File: src/burst_defines.svh
// Constants for the external bus burst master.
// Assumes one 100 MHz clock and a byte-addressed external slave with 4-byte words.
// What this block does
// - Burst moves up to eight words
// - Burst stops at aligned boundary, never wraps
// - Bursts only when burst enable set
// - Start address selects word in block
// - Address and attributes stable whole burst
// - Short setup adds one initial clock
`ifndef BURST_DEFINES_SVH
`define BURST_DEFINES_SVH
`define ADDR_W 32
`define DATA_W 32
`define ATTR_W 4
`define LEN_W 4
`define MAX_BEATS 4'h8
`define FIFO_DEPTH 8
`define FIFO_PTR_W 3
`define WORD_LSB 2
`define BLK4_MASK 3'h3
`define BLK8_MASK 3'h7
`define SETUP_CYCLES 2'h1
`endif

File: src/burst_pkg.sv
// Types for the external bus burst master.
// Assumes burst_defines.svh is included first.
`default_nettype none
`include "burst_defines.svh"
package burst_pkg;
  typedef enum logic [4:0] {
    ST_IDLE = 5'b0_0001,
    ST_SETUP = 5'b0_0010,
    ST_ADDR = 5'b0_0100,
    ST_BEAT = 5'b0_1000,
    ST_DONE = 5'b1_0000
  } bus_state_t;
endpackage : burst_pkg
`default_nettype wire

File: src/stream_if.sv
// Valid/ready word stream between the master and its FIFO.
// Assumes a single clock domain.
`timescale 1ns/10ps
`default_nettype none
`include "burst_defines.svh"
interface stream_if;
  logic valid;
  logic ready;
  logic [`DATA_W-1:0] data;
  modport src (output valid, output data, input ready);
  modport snk (input valid, input data, output ready);
endinterface : stream_if
`default_nettype wire

File: src/burst_master.sv
// External bus master issuing non-wrapping bursts of up to eight words.
// Assumes slave steps low address bits and answers each beat with acknowledge.
`timescale 1ns/10ps
`default_nettype none
`include "burst_defines.svh"
module burst_master (
  input wire logic ref_clk,
  input wire logic nrst,
  // Request side
  input wire logic reqValid,
  output logic reqReady,
  input wire logic reqWrite,
  input wire logic [`ADDR_W-1:0] reqAddr,
  input wire logic [`ATTR_W-1:0] reqAttr,
  input wire logic [`LEN_W-1:0] reqLen,
  input wire logic wrValid,
  input wire logic [`DATA_W-1:0] wrData,
  output logic wrReady,
  output logic rdValid,
  output logic [`DATA_W-1:0] rdData,
  input wire logic rdReady,
  output logic xferDone,
  // Configuration levels
  input wire logic burstEnable,
  input wire logic shortSetupOption,
  input wire logic blockOf8,
  // External bus
  output logic busStart,
  output logic busBurst,
  output logic busWrite,
  output logic [`ADDR_W-1:0] busAddr,
  output logic [`ATTR_W-1:0] busAttr,
  output logic [`DATA_W-1:0] busDataOut,
  output logic busDataOe,
  input wire logic [`DATA_W-1:0] busDataIn,
  input wire logic transferAcknowledge
);
  // ************************************************************
  // Pin synchronisers
  // ************************************************************
  logic taMeta_reg, taSync_reg;
  logic [`DATA_W-1:0] dinMeta_reg, dinSync_reg;
  always_ff @(posedge ref_clk) begin
    if (!nrst) begin
      taMeta_reg <= 1'b0;
      taSync_reg <= 1'b0;
      dinMeta_reg <= '0;
      dinSync_reg <= '0;
    end else begin
      taMeta_reg <= transferAcknowledge;
      taSync_reg <= taMeta_reg;
      dinMeta_reg <= busDataIn;
      dinSync_reg <= dinMeta_reg;
    end
  end

  // ************************************************************
  // Read FIFO
  // ************************************************************
  stream_if fin ();
  stream_if fout ();
  word_fifo #(.WIDTH(`DATA_W), .DEPTH(`FIFO_DEPTH), .PW(`FIFO_PTR_W)) rdFifo (
    .ref_clk(ref_clk),
    .nrst(nrst),
    .inS(fin),
    .outS(fout)
  );

  // Words left to the aligned boundary from a start word
  function automatic logic [`LEN_W-1:0] toBoundary(input logic [`ADDR_W-1:0] a,
                                                   input logic b8);
    logic [2:0] w;
    w = a[`WORD_LSB+2:`WORD_LSB];
    if (b8) toBoundary = `MAX_BEATS - {1'b0, w & `BLK8_MASK};
    else toBoundary = `LEN_W'(3'h4 - (w & `BLK4_MASK));
  endfunction : toBoundary

  function automatic logic [`LEN_W-1:0] minLen(input logic [`LEN_W-1:0] a,
                                               input logic [`LEN_W-1:0] b);
    minLen = (a < b) ? a : b;
  endfunction : minLen

  // ************************************************************
  // Bus sequencer
  // ************************************************************
  burst_pkg::bus_state_t st_reg, st_next;
  logic [`LEN_W-1:0] left_reg, left_next;   // words still owed overall
  logic [`LEN_W-1:0] beats_reg, beats_next; // beats left in this cycle
  logic [`ADDR_W-1:0] addr_reg, addr_next;
  logic [`ATTR_W-1:0] attr_reg, attr_next;
  logic wr_reg, wr_next, burst_reg, burst_next, start_reg, start_next;
  logic oe_reg, oe_next, done_reg, done_next, wrRdy_reg, wrRdy_next;
  logic [`DATA_W-1:0] dout_reg, dout_next;
  logic [`LEN_W-1:0] len_reg, len_next;     // beats granted to this cycle
  logic [`FIFO_PTR_W:0] occ_reg, occ_next;  // words held in the read FIFO
  logic reqRdy_reg, reqRdy_next, rdV_reg, rdV_next;
  logic [`DATA_W-1:0] rdD_reg, rdD_next;
  logic [`LEN_W-1:0] chunk;
  logic roomOk;

  always_comb begin
    st_next = st_reg;
    left_next = left_reg;
    beats_next = beats_reg;
    addr_next = addr_reg;
    attr_next = attr_reg;
    wr_next = wr_reg;
    burst_next = burst_reg;
    start_next = 1'b0;
    oe_next = oe_reg;
    done_next = 1'b0;
    wrRdy_next = 1'b0;
    dout_next = dout_reg;
    len_next = len_reg;
    fin.valid = 1'b0;
    fin.data = dinSync_reg;
    chunk = burstEnable ? minLen(left_reg, toBoundary(addr_reg, blockOf8))
                        : `LEN_W'(1);
    // Reads need the FIFO to hold the whole cycle, so bus never stalls mid-burst
    roomOk = wr_reg ||
             (({1'b0, occ_reg} + {1'b0, chunk}) <= (`FIFO_PTR_W + 2)'(`FIFO_DEPTH));
    case (st_reg)
      burst_pkg::ST_IDLE: begin
        if (reqValid && reqRdy_reg && reqLen != '0) begin
          addr_next = reqAddr;
          attr_next = reqAttr;
          wr_next = reqWrite;
          left_next = minLen(reqLen, `MAX_BEATS);
          st_next = shortSetupOption ? burst_pkg::ST_SETUP : burst_pkg::ST_ADDR;
        end
      end
      burst_pkg::ST_SETUP: begin
        st_next = burst_pkg::ST_ADDR;
      end
      burst_pkg::ST_ADDR: begin
        if (roomOk && (!wr_reg || wrValid)) begin
          beats_next = chunk;
          len_next = chunk;
          burst_next = chunk > `LEN_W'(1);
          start_next = 1'b1;
          oe_next = wr_reg;
          dout_next = wrData;
          wrRdy_next = wr_reg;
          st_next = burst_pkg::ST_BEAT;
        end
      end
      burst_pkg::ST_BEAT: begin
        if (taSync_reg) begin
          fin.valid = !wr_reg;
          beats_next = beats_reg - 1'b1;
          left_next = left_reg - 1'b1;
          // Address held here; slave steps bits 2..4 itself
          if (beats_reg == `LEN_W'(1)) begin
            // Next address phase starts past every word of this cycle
            addr_next = addr_reg + (`ADDR_W'(len_reg) << `WORD_LSB);
            oe_next = 1'b0;
            burst_next = 1'b0;
            st_next = burst_pkg::ST_DONE;
          end else if (wr_reg) begin
            dout_next = wrData;
            wrRdy_next = 1'b1;
          end
        end
      end
      burst_pkg::ST_DONE: begin
        // Release bus; next independent address phase if words remain
        if (left_reg == '0) begin
          done_next = 1'b1;
          st_next = burst_pkg::ST_IDLE;
        end else begin
          st_next = burst_pkg::ST_ADDR;
        end
      end
      default: st_next = burst_pkg::ST_IDLE;
    endcase
  end

  // ************************************************************
  // Read output stage and FIFO occupancy
  // ************************************************************
  // Output word holds until the consumer takes it
  always_comb begin
    fout.ready = !rdV_reg || rdReady;
    rdV_next = rdV_reg;
    rdD_next = rdD_reg;
    if (fout.ready) begin
      rdV_next = fout.valid;
      rdD_next = fout.data;
    end
    occ_next = occ_reg + (`FIFO_PTR_W + 1)'(fin.valid && fin.ready)
               - (`FIFO_PTR_W + 1)'(fout.valid && fout.ready);
    reqRdy_next = (st_next == burst_pkg::ST_IDLE);
  end

  always_ff @(posedge ref_clk) begin
    if (!nrst) begin
      st_reg <= burst_pkg::ST_IDLE;
      left_reg <= '0;
      beats_reg <= '0;
      addr_reg <= '0;
      attr_reg <= '0;
      wr_reg <= 1'b0;
      burst_reg <= 1'b0;
      start_reg <= 1'b0;
      oe_reg <= 1'b0;
      done_reg <= 1'b0;
      wrRdy_reg <= 1'b0;
      dout_reg <= '0;
      len_reg <= '0;
      occ_reg <= '0;
    end else begin
      st_reg <= st_next;
      left_reg <= left_next;
      beats_reg <= beats_next;
      addr_reg <= addr_next;
      attr_reg <= attr_next;
      wr_reg <= wr_next;
      burst_reg <= burst_next;
      start_reg <= start_next;
      oe_reg <= oe_next;
      done_reg <= done_next;
      wrRdy_reg <= wrRdy_next;
      dout_reg <= dout_next;
      len_reg <= len_next;
      occ_reg <= occ_next;
    end
  end

  // ************************************************************
  // Output registers
  // ************************************************************
  always_ff @(posedge ref_clk) begin
    if (!nrst) begin
      reqRdy_reg <= 1'b0;
      rdV_reg <= 1'b0;
      rdD_reg <= '0;
    end else begin
      reqRdy_reg <= reqRdy_next;
      rdV_reg <= rdV_next;
      rdD_reg <= rdD_next;
    end
  end

  assign reqReady = reqRdy_reg;
  assign rdValid = rdV_reg;
  assign rdData = rdD_reg;
  assign wrReady = wrRdy_reg;
  assign xferDone = done_reg;
  assign busStart = start_reg;
  assign busBurst = burst_reg;
  assign busWrite = wr_reg;
  assign busAddr = addr_reg;
  assign busAttr = attr_reg;
  assign busDataOut = dout_reg;
  assign busDataOe = oe_reg;
endmodule : burst_master
`default_nettype wire

File: src/word_fifo.sv
// Parameterised flip-flop FIFO with valid/ready on both sides.
// Assumes one clock and synchronous active-low reset.
`timescale 1ns/10ps
`default_nettype none
`include "burst_defines.svh"
module word_fifo #(
  parameter int WIDTH = `DATA_W,
  parameter int DEPTH = `FIFO_DEPTH,
  parameter int PW = `FIFO_PTR_W
) (
  input wire logic ref_clk,
  input wire logic nrst,
  stream_if.snk inS,
  stream_if.src outS
);
  logic [WIDTH-1:0] mem_reg [DEPTH];
  logic [WIDTH-1:0] mem_next [DEPTH];
  logic [PW-1:0] wr_reg, wr_next, rd_reg, rd_next;
  logic [PW:0] cnt_reg, cnt_next;
  logic push, pop;

  always_comb begin
    push = inS.valid && inS.ready;
    pop = outS.valid && outS.ready;
    mem_next = mem_reg;
    wr_next = wr_reg;
    rd_next = rd_reg;
    if (push) begin
      mem_next[wr_reg] = inS.data;
      wr_next = wr_reg + 1'b1;
    end
    if (pop) begin
      rd_next = rd_reg + 1'b1;
    end
    cnt_next = cnt_reg + (PW+1)'(push) - (PW+1)'(pop);
  end

  assign inS.ready = cnt_reg != (PW+1)'(DEPTH);
  assign outS.valid = cnt_reg != '0;
  assign outS.data = mem_reg[rd_reg];

  always_ff @(posedge ref_clk) begin
    if (!nrst) begin
      wr_reg <= '0;
      rd_reg <= '0;
      cnt_reg <= '0;
    end else begin
      wr_reg <= wr_next;
      rd_reg <= rd_next;
      cnt_reg <= cnt_next;
    end
    mem_reg <= mem_next;
  end
endmodule : word_fifo
`default_nettype wire

File: config.mk
export PLATFORM = sky130hd
export DESIGN_NAME = burst_master
export DESIGN_NICKNAME = d
export VERILOG_FILES = /design/src/burst_pkg.sv /design/src/stream_if.sv /design/src/burst_master.sv /design/src/word_fifo.sv
export VERILOG_INCLUDE_DIRS = /design/src
export SDC_FILE = /design/constraint.sdc
export NUM_CORES = 1
export LEC_CHECK = 0
export BUFFER_PORTS_ARGS = -buffer_cell sky130_fd_sc_hd__buf_2
export CAP_MARGIN = 20
export CORE_ASPECT_RATIO = 1.5
export CORE_UTILIZATION = 40
export DETAILED_ROUTE_END_ITERATION = 12
export PLACE_DENSITY_LB_ADDON = 0.1
export SLEW_MARGIN = 30
export SYNTH_ARGS = -nofsm -noshare
export SYNTH_HDL_FRONTEND = slang
export SYNTH_SLANG_ARGS = --single-unit
File: constraint.sdc
create_clock -name ref_clk -period 11.25 [get_ports ref_clk]
set_input_delay 0.5625 -clock ref_clk [delete_from_list [all_inputs] [get_ports ref_clk]]
set_output_delay 0.5625 -clock ref_clk [all_outputs]
set_load 0.02 [all_outputs]
==> flow_summary.toml, run 1 <==
[clocking]
insertion_delay_ps = 560
clock-root-buffer = "clkbuf_16"
cts_hold_buf = 0
cts.sinks = 461
htree_num_levels = 2
cts.path.max_buffers = 3
cts.repair.resized = 0
cts_inserted_buffers = 46
post_cts_buffers = 0
clk_pin_slew_worst_paths_ps = 60
cts_tree = "yes"

[synthesis]
synth_top_area_share_pct = 42.5
syn_area_sq_um = 18100
synth_cell_types = 64
synth-edff-count = 256
ys_seq_elements = 461
synth_area_leaders = "edfxtp_1, dfxtp_1, mux4_2, mux2i_1, and2_1"
synth_common_cells = "edfxtp_1, dfxtp_1, nor2_1"
syn_avg_cell_area_sq_um = 13.7
synth.most_common_cell = "edfxtp_1"
async_flop_share_pct = 0
ys_seq_area_share_pct = 65.2
synth_largest_area_cell = "edfxtp_1"
yosysWarnings = 0
synth_flop_cell = "edfxtp_1"
syn_nets = 1469
netlist_instances = 1324

[timing]
maxSlewViolCount = 0
timing.fmax_ghz = 0.200
fin_skew_ps = 13.0
hold_viol_final = 0
setup-tns-final_ps = 0
worstMarginPinSlew_ps = 823
finalSetupViolations = 0
fin_crit_ps = 5000
finalCritPeriodShare_pct = 44.4
slew_headroom_pct = 45.2
rsz0062_at_grt = "no"

[outcome]
status = "finished, final reports clean"

[route]
drt_iter0_drc = 705
first_pass_iters = 4
routed_wirelength_um = 40400
antenna_left = 0
via_per_inst = 5.16
wl_per_cell_um = 18.7
route.detailed.drc = 0
vias = 11128

[critical_path]
worstPathRequired_ps = 11740
cp_slowest_cell = "buf_4"
crit_type = "flip-flop to flip-flop"
crit_top_cell = "ha_1"
end_kind = "flip-flop"
start_kind = "flip-flop"
cp.arrival_ps = 5490
cpPeakStageDelay_ps = 490
timing.rr.end = "busDataOut[17]"
rr_startpoint = "busAddr[2]"
crit_chain = "inv_1, ha_1, xor2_1, ha_1, o21a_1, nor2_1, a21oi_1, mux2i_1, ha_1, fa_1, or3_1, a32o_1, o21ai_2, a21boi_4, buf_4, mux2i_1"
path_max_fanout = 32
reg2reg_slack_ps = 6250
r2r_cells = 16

[global_routing]
antenna_found_initial = 7
grt_util_met2_pct = 31.9
met1_usage_pct = 20.7
grt_pass1_vias = 11539
grt-busiest-layer = "met2"
overflow = 0
grtUsageTotal_pct = 17.9
grt_util_met3_pct = 4.01
grt_max_degree = 98
grt_pass1_wl_um = 63700

[run]
maxCapViolations = 0

[layout]
area_growth_pct = 18.6
largest_reg_flops = 256
utilization_pct = 48.0
layout-drive-gt1-share_pct = 26.0
final_cell_area_sq_um = 21500
layout.nets = 1678

[floorplanning]
dieHeight_um = 263
die_w_um = 176
row_count = 95
core_area_sq_um = 44700
dieArea_sq_um = 46100
io_pins = 222
start_util_pct = 40.5

[worst_hold_path]
min_to = "dinMeta_reg[22]"
hold_depth = 2
hp-class = "primary input to flip-flop"
min_from = "busDataIn[22]"

[placement]
gp_congestion = 0.815
placed_area_sq_um = 19800
portBuffers = 221
dp_hpwl_um = 24300

[pwr]
leakagePower_nw = 7.96
clkPwrFrac_pct = 36.6
pwr_density_cell_nw_per_um2 = 205
p_sw_w = 0.00120
ir_drop_mv = 0.0936
switching_share_pct = 27.3
power_frac_comb_pct = 18.5
seqPwrFrac_pct = 44.9
internal_power_w = 0.00320
[placed cells by master, fill, tap and decap left out, types with 37 or more instances in the layout]
cell       count
a211oi_1      41
mux2i_1       78
buf_2        220
nand2_1      107
and2_1        73
clkbuf_16     47
nor2_1       103
dfxtp_1      202
edfxtp_1     256
a21oi_1       37
mux4_2        64
[routing by layer]
| layer | share of wire [%] | vias up |
|---|---|---|
| li1 | - | 5339 |
| met1 | 40 | 5442 |
| met2 | 51 | 260 |
| met3 | 5.6 | 79 |
| met4 | 2.8 | 8 |
| met5 | 0.14 | - |
[worst max-delay path, delay by kind of cell, from the launching register on]
kind	cells	cell delay [ps]
compound gates	5	1320
xor+xnor	1	220
fa+ha+maj	4	1180
buf+inv	2	600
flops	1	450
mux	2	660
simple gates	2	430
[per-stage QoR]
stage          total power [W]  setup WS, ps  hold slack (ps)  instances
2_1_floorplan          0.00260          6810              412       1324
3_3_place_gp           0.00282          6200              414       2066
3_5_place_dp           0.00284          6080              420       2066
4_1_cts                0.00447          6190              167       2152
5_1_grt                0.00462          5780              178       2154
6_report               0.00440          6250              203       2155
[how the worst max path moves through the flow]
stage	from	end	slack, ps	depth (start not counted)
3_5_place_dp	blockOf8	busDataOut[30]	6080	16
5_1_grt	busAddr[2]	busDataOut[20]	5780	16
3_3_place_gp	blockOf8	busDataOut[24]	6200	16
2_1_floorplan	st_reg[0]	rdFifo.mem_reg[224]	6810	7
6_report	busAddr[2]	busDataOut[17]	6250	16
4_1_cts	busAddr[2]	busDataOut[24]	6190	16
[kinds of logic (layout without fill, tap and decap cells)]
| logic type | count (synthesis) | in the layout | share of synthesized area (%) |
|---|---|---|---|
| DFF | 461 | 461 | 65.2 |
| adders and majority gates | 31 | 31 | 2.31 |
| xor gates and xnor gates | 14 | 14 | 0.678 |
| muxes | 144 | 144 | 12.4 |
| buffers and inverters | 106 | 353 | 2.32 |
| and+or+nand+nor | 380 | 380 | 10.0 |
| other | 0 | 2 | 0 |
| AOI/OAI and AO/OA | 188 | 188 | 7.12 |
[cell type report]
| class | instances | area [sq um] |
|---|---|---|
| sequential | 461 | 11800 |
| antenna | 2 | 5.00 |
| inverter | 28 | 105 |
| timing repair buffer | 239 | 1250 |
| clock buffer | 62 | 1260 |
| multi-input combinational | 757 | 5990 |
| tap | 582 | 728 |
| fill | 4063 | 23200 |
| clock inverter | 24 | 330 |
[power by group through the flow]
stage	clock network (W)	registers, W	logic, W
after floorplan	0	0.00203	0.000564
after global placement	0	0.00201	0.000808
after detailed placement	0	0.00201	0.000825
after CTS	0.00166	0.00198	0.000828
after global routing	0.00173	0.00199	0.000901
final	0.00161	0.00197	0.000811
No activity file was read; power rests on OpenSTA's default activity.
==> run 2, diff against run 1 <==
==> constraint.sdc (replaced) <==
create_clock -name ref_clk -period 4.94 [get_ports ref_clk]
set_input_delay 0.247 -clock ref_clk [delete_from_list [all_inputs] [get_ports ref_clk]]
set_output_delay 0.247 -clock ref_clk [all_outputs]
set_load 0.02 [all_outputs]
==> run 2 against run 1 <==
- die area stayed put
- worst setup slack lost 5800 ps
- sequential cell count did not move
- clock-buffer cell count is 2 lower
- clock skew down 1.7 ps
- via count increased by 3.5%
==> flow_summary.toml, run 2 (synthesis gave the netlist of run 1 again) <==
[outcome]
status = "finished, final reports clean"

[critical_path]
path_max_fanout = 32
cp.arrival_ps = 4970
cp.buffers_inverters = 2
crit_chain = "inv_1, ha_1, xor2_1, ha_1, o21a_1, nor2_1, a21oi_1, mux2i_1, ha_1, fa_1, or3_1, a32o_1, o21ai_2, a21boi_4, buf_12, mux2i_1"
cpPeakStageDelay_ps = 440
start_kind = "flip-flop"
worstPathRequired_ps = 5430
crit_top_cell = "ha_1"
end_kind = "flip-flop"
cp_slowest_cell = "dfxtp_1"
critPathTopFamily = "adder cells"
crit_type = "flip-flop to flip-flop"

[layout]
final_common_cell = "edfxtp_1"
final-seq-area_sq_um = 11800
layout.nets = 1768
largest_reg_flops = 256
final_cell_mix = "edfxtp_1, buf_2, dfxtp_1, nand2_1, nor2_1"
area_growth_pct = 24.1
layout-drive-gt1-share_pct = 25.0
nFillCells = 3994
multi_input_area_sq_um = 5980

[floorplanning]
io_pins = 222
dieHeight_um = 263
core_area_sq_um = 44700
row_count = 95
dieArea_sq_um = 46100
die_w_um = 176
start_util_pct = 40.5

[clocking]
clk_pin_slew_worst_paths_ps = 70
cts.sinks = 461
cts_hold_buf = 83
post_cts_buffers = 0
cts.path.max_buffers = 3
insertion_delay_ps = 560
cts.repair.resized = 0
cts_inserted_buffers = 47
cts_tree = "yes"
clock-root-buffer = "clkbuf_16"
htree_num_levels = 2

[timing]
fin_skew_ps = 11.3
hold_viol_final = 0
timing.fmax_ghz = 0.223
finalSetupViolations = 0
rsz0062_at_grt = "no"
setup-tns-final_ps = 0
slew_headroom_pct = 35.3
finalCritPeriodShare_pct = 90.7
maxSlewViolCount = 0
worstMarginPinSlew_ps = 967
fin_crit_ps = 4480

[worst_hold_path]
hp-class = "primary input to flip-flop"

[global_routing]
grt_max_degree = 66
grtUsageTotal_pct = 18.5
grt_pass1_wl_um = 66000
grt_pass1_vias = 11885
antenna_found_initial = 5
overflow = 0

[pwr]
pwr_density_cell_nw_per_um2 = 458
leakagePower_nw = 8.38
clkPwrFrac_pct = 37.8
total_power_w = 0.0103
ir_drop_mv = 0.211
seqPwrFrac_pct = 43.7
switching_share_pct = 26.8
power_frac_comb_pct = 18.6
internal_power_w = 0.00753
p_sw_w = 0.00275

[route]
via_per_inst = 5.12
first_pass_iters = 4
antenna_left = 0
routed_wirelength_um = 42000
route.detailed.drc = 0
vias = 11515
wl_per_cell_um = 18.7
drt_iter0_drc = 552

[placement]
portBuffers = 221
gp_congestion = 0.780
dp_hpwl_um = 25400

[run]
maxCapViolations = 0
[run 2: cell type report]
class                      instances  area share, %
clock buffer                      60           5.77
antenna                            4         0.0446
inverter                          28          0.468
timing repair buffer             328           9.49
clock inverter                    27           1.81
sequential                       461           52.5
multi-input combinational        757           26.6
tap                              582           3.24
[run 2: worst reg2reg max path: cells and delay by family (launching register included)]
kind | cells | cell delay [ps]
XOR/XNOR | 1 | 170
AND/OR/NAND/NOR | 2 | 430
adder cells (fa/ha/maj) | 4 | 1240
multiplexers | 2 | 690
flip-flops | 1 | 440
buffers and inverters | 2 | 350
AO/OA/AOI/OAI | 5 | 1100
[run 2: routing by layer]
metal	part of all wire, %	track usage [%]
met5	0.048	0
met4	2.9	5.95
met3	4.7	3.54
met2	52	33.9
met1	40	21.3
[run 2: through the flow]
| step | cells | utilization [%] | setup slack, ps | hold WS, ps | area [sq um] |
|---|---|---|---|---|---|
| floorplan | 1324 | - | 496 | 374 | 18100 |
| global placement | 2073 | 44.5 | 593 | 415 | 19900 |
| detailed placement | 2073 | 44.6 | 420 | 417 | 19900 |
| CTS | 2243 | 50.2 | 393 | 3.77 | 22400 |
| global route | 2246 | 50.2 | 155 | 31.3 | 22500 |
| finish | 2247 | 50.2 | 459 | 27.4 | 22500 |
[run 2: final timing paths]
check	startpoint	endpoint	slack, ps	cells after the start
min reg2reg	dinMeta_reg[6]	dinSync_reg[6]	430	1
min	reqAddr[26]	busAddr[26]	30	3
max reg2reg	busAddr[2]	busDataOut[29]	460	16
max	busAddr[2]	busDataOut[29]	460	16
[run 2: power by group through the flow]
stage | registers (W) | clock network (W) | logic (W)
after floorplan | 0.00463 | 0 | 0.00128
after global placement | 0.00458 | 0 | 0.00185
after detailed placement | 0.00458 | 0 | 0.00189
after CTS | 0.00450 | 0.00400 | 0.00195
after global routing | 0.00454 | 0.00414 | 0.00211
final | 0.00449 | 0.00388 | 0.00191
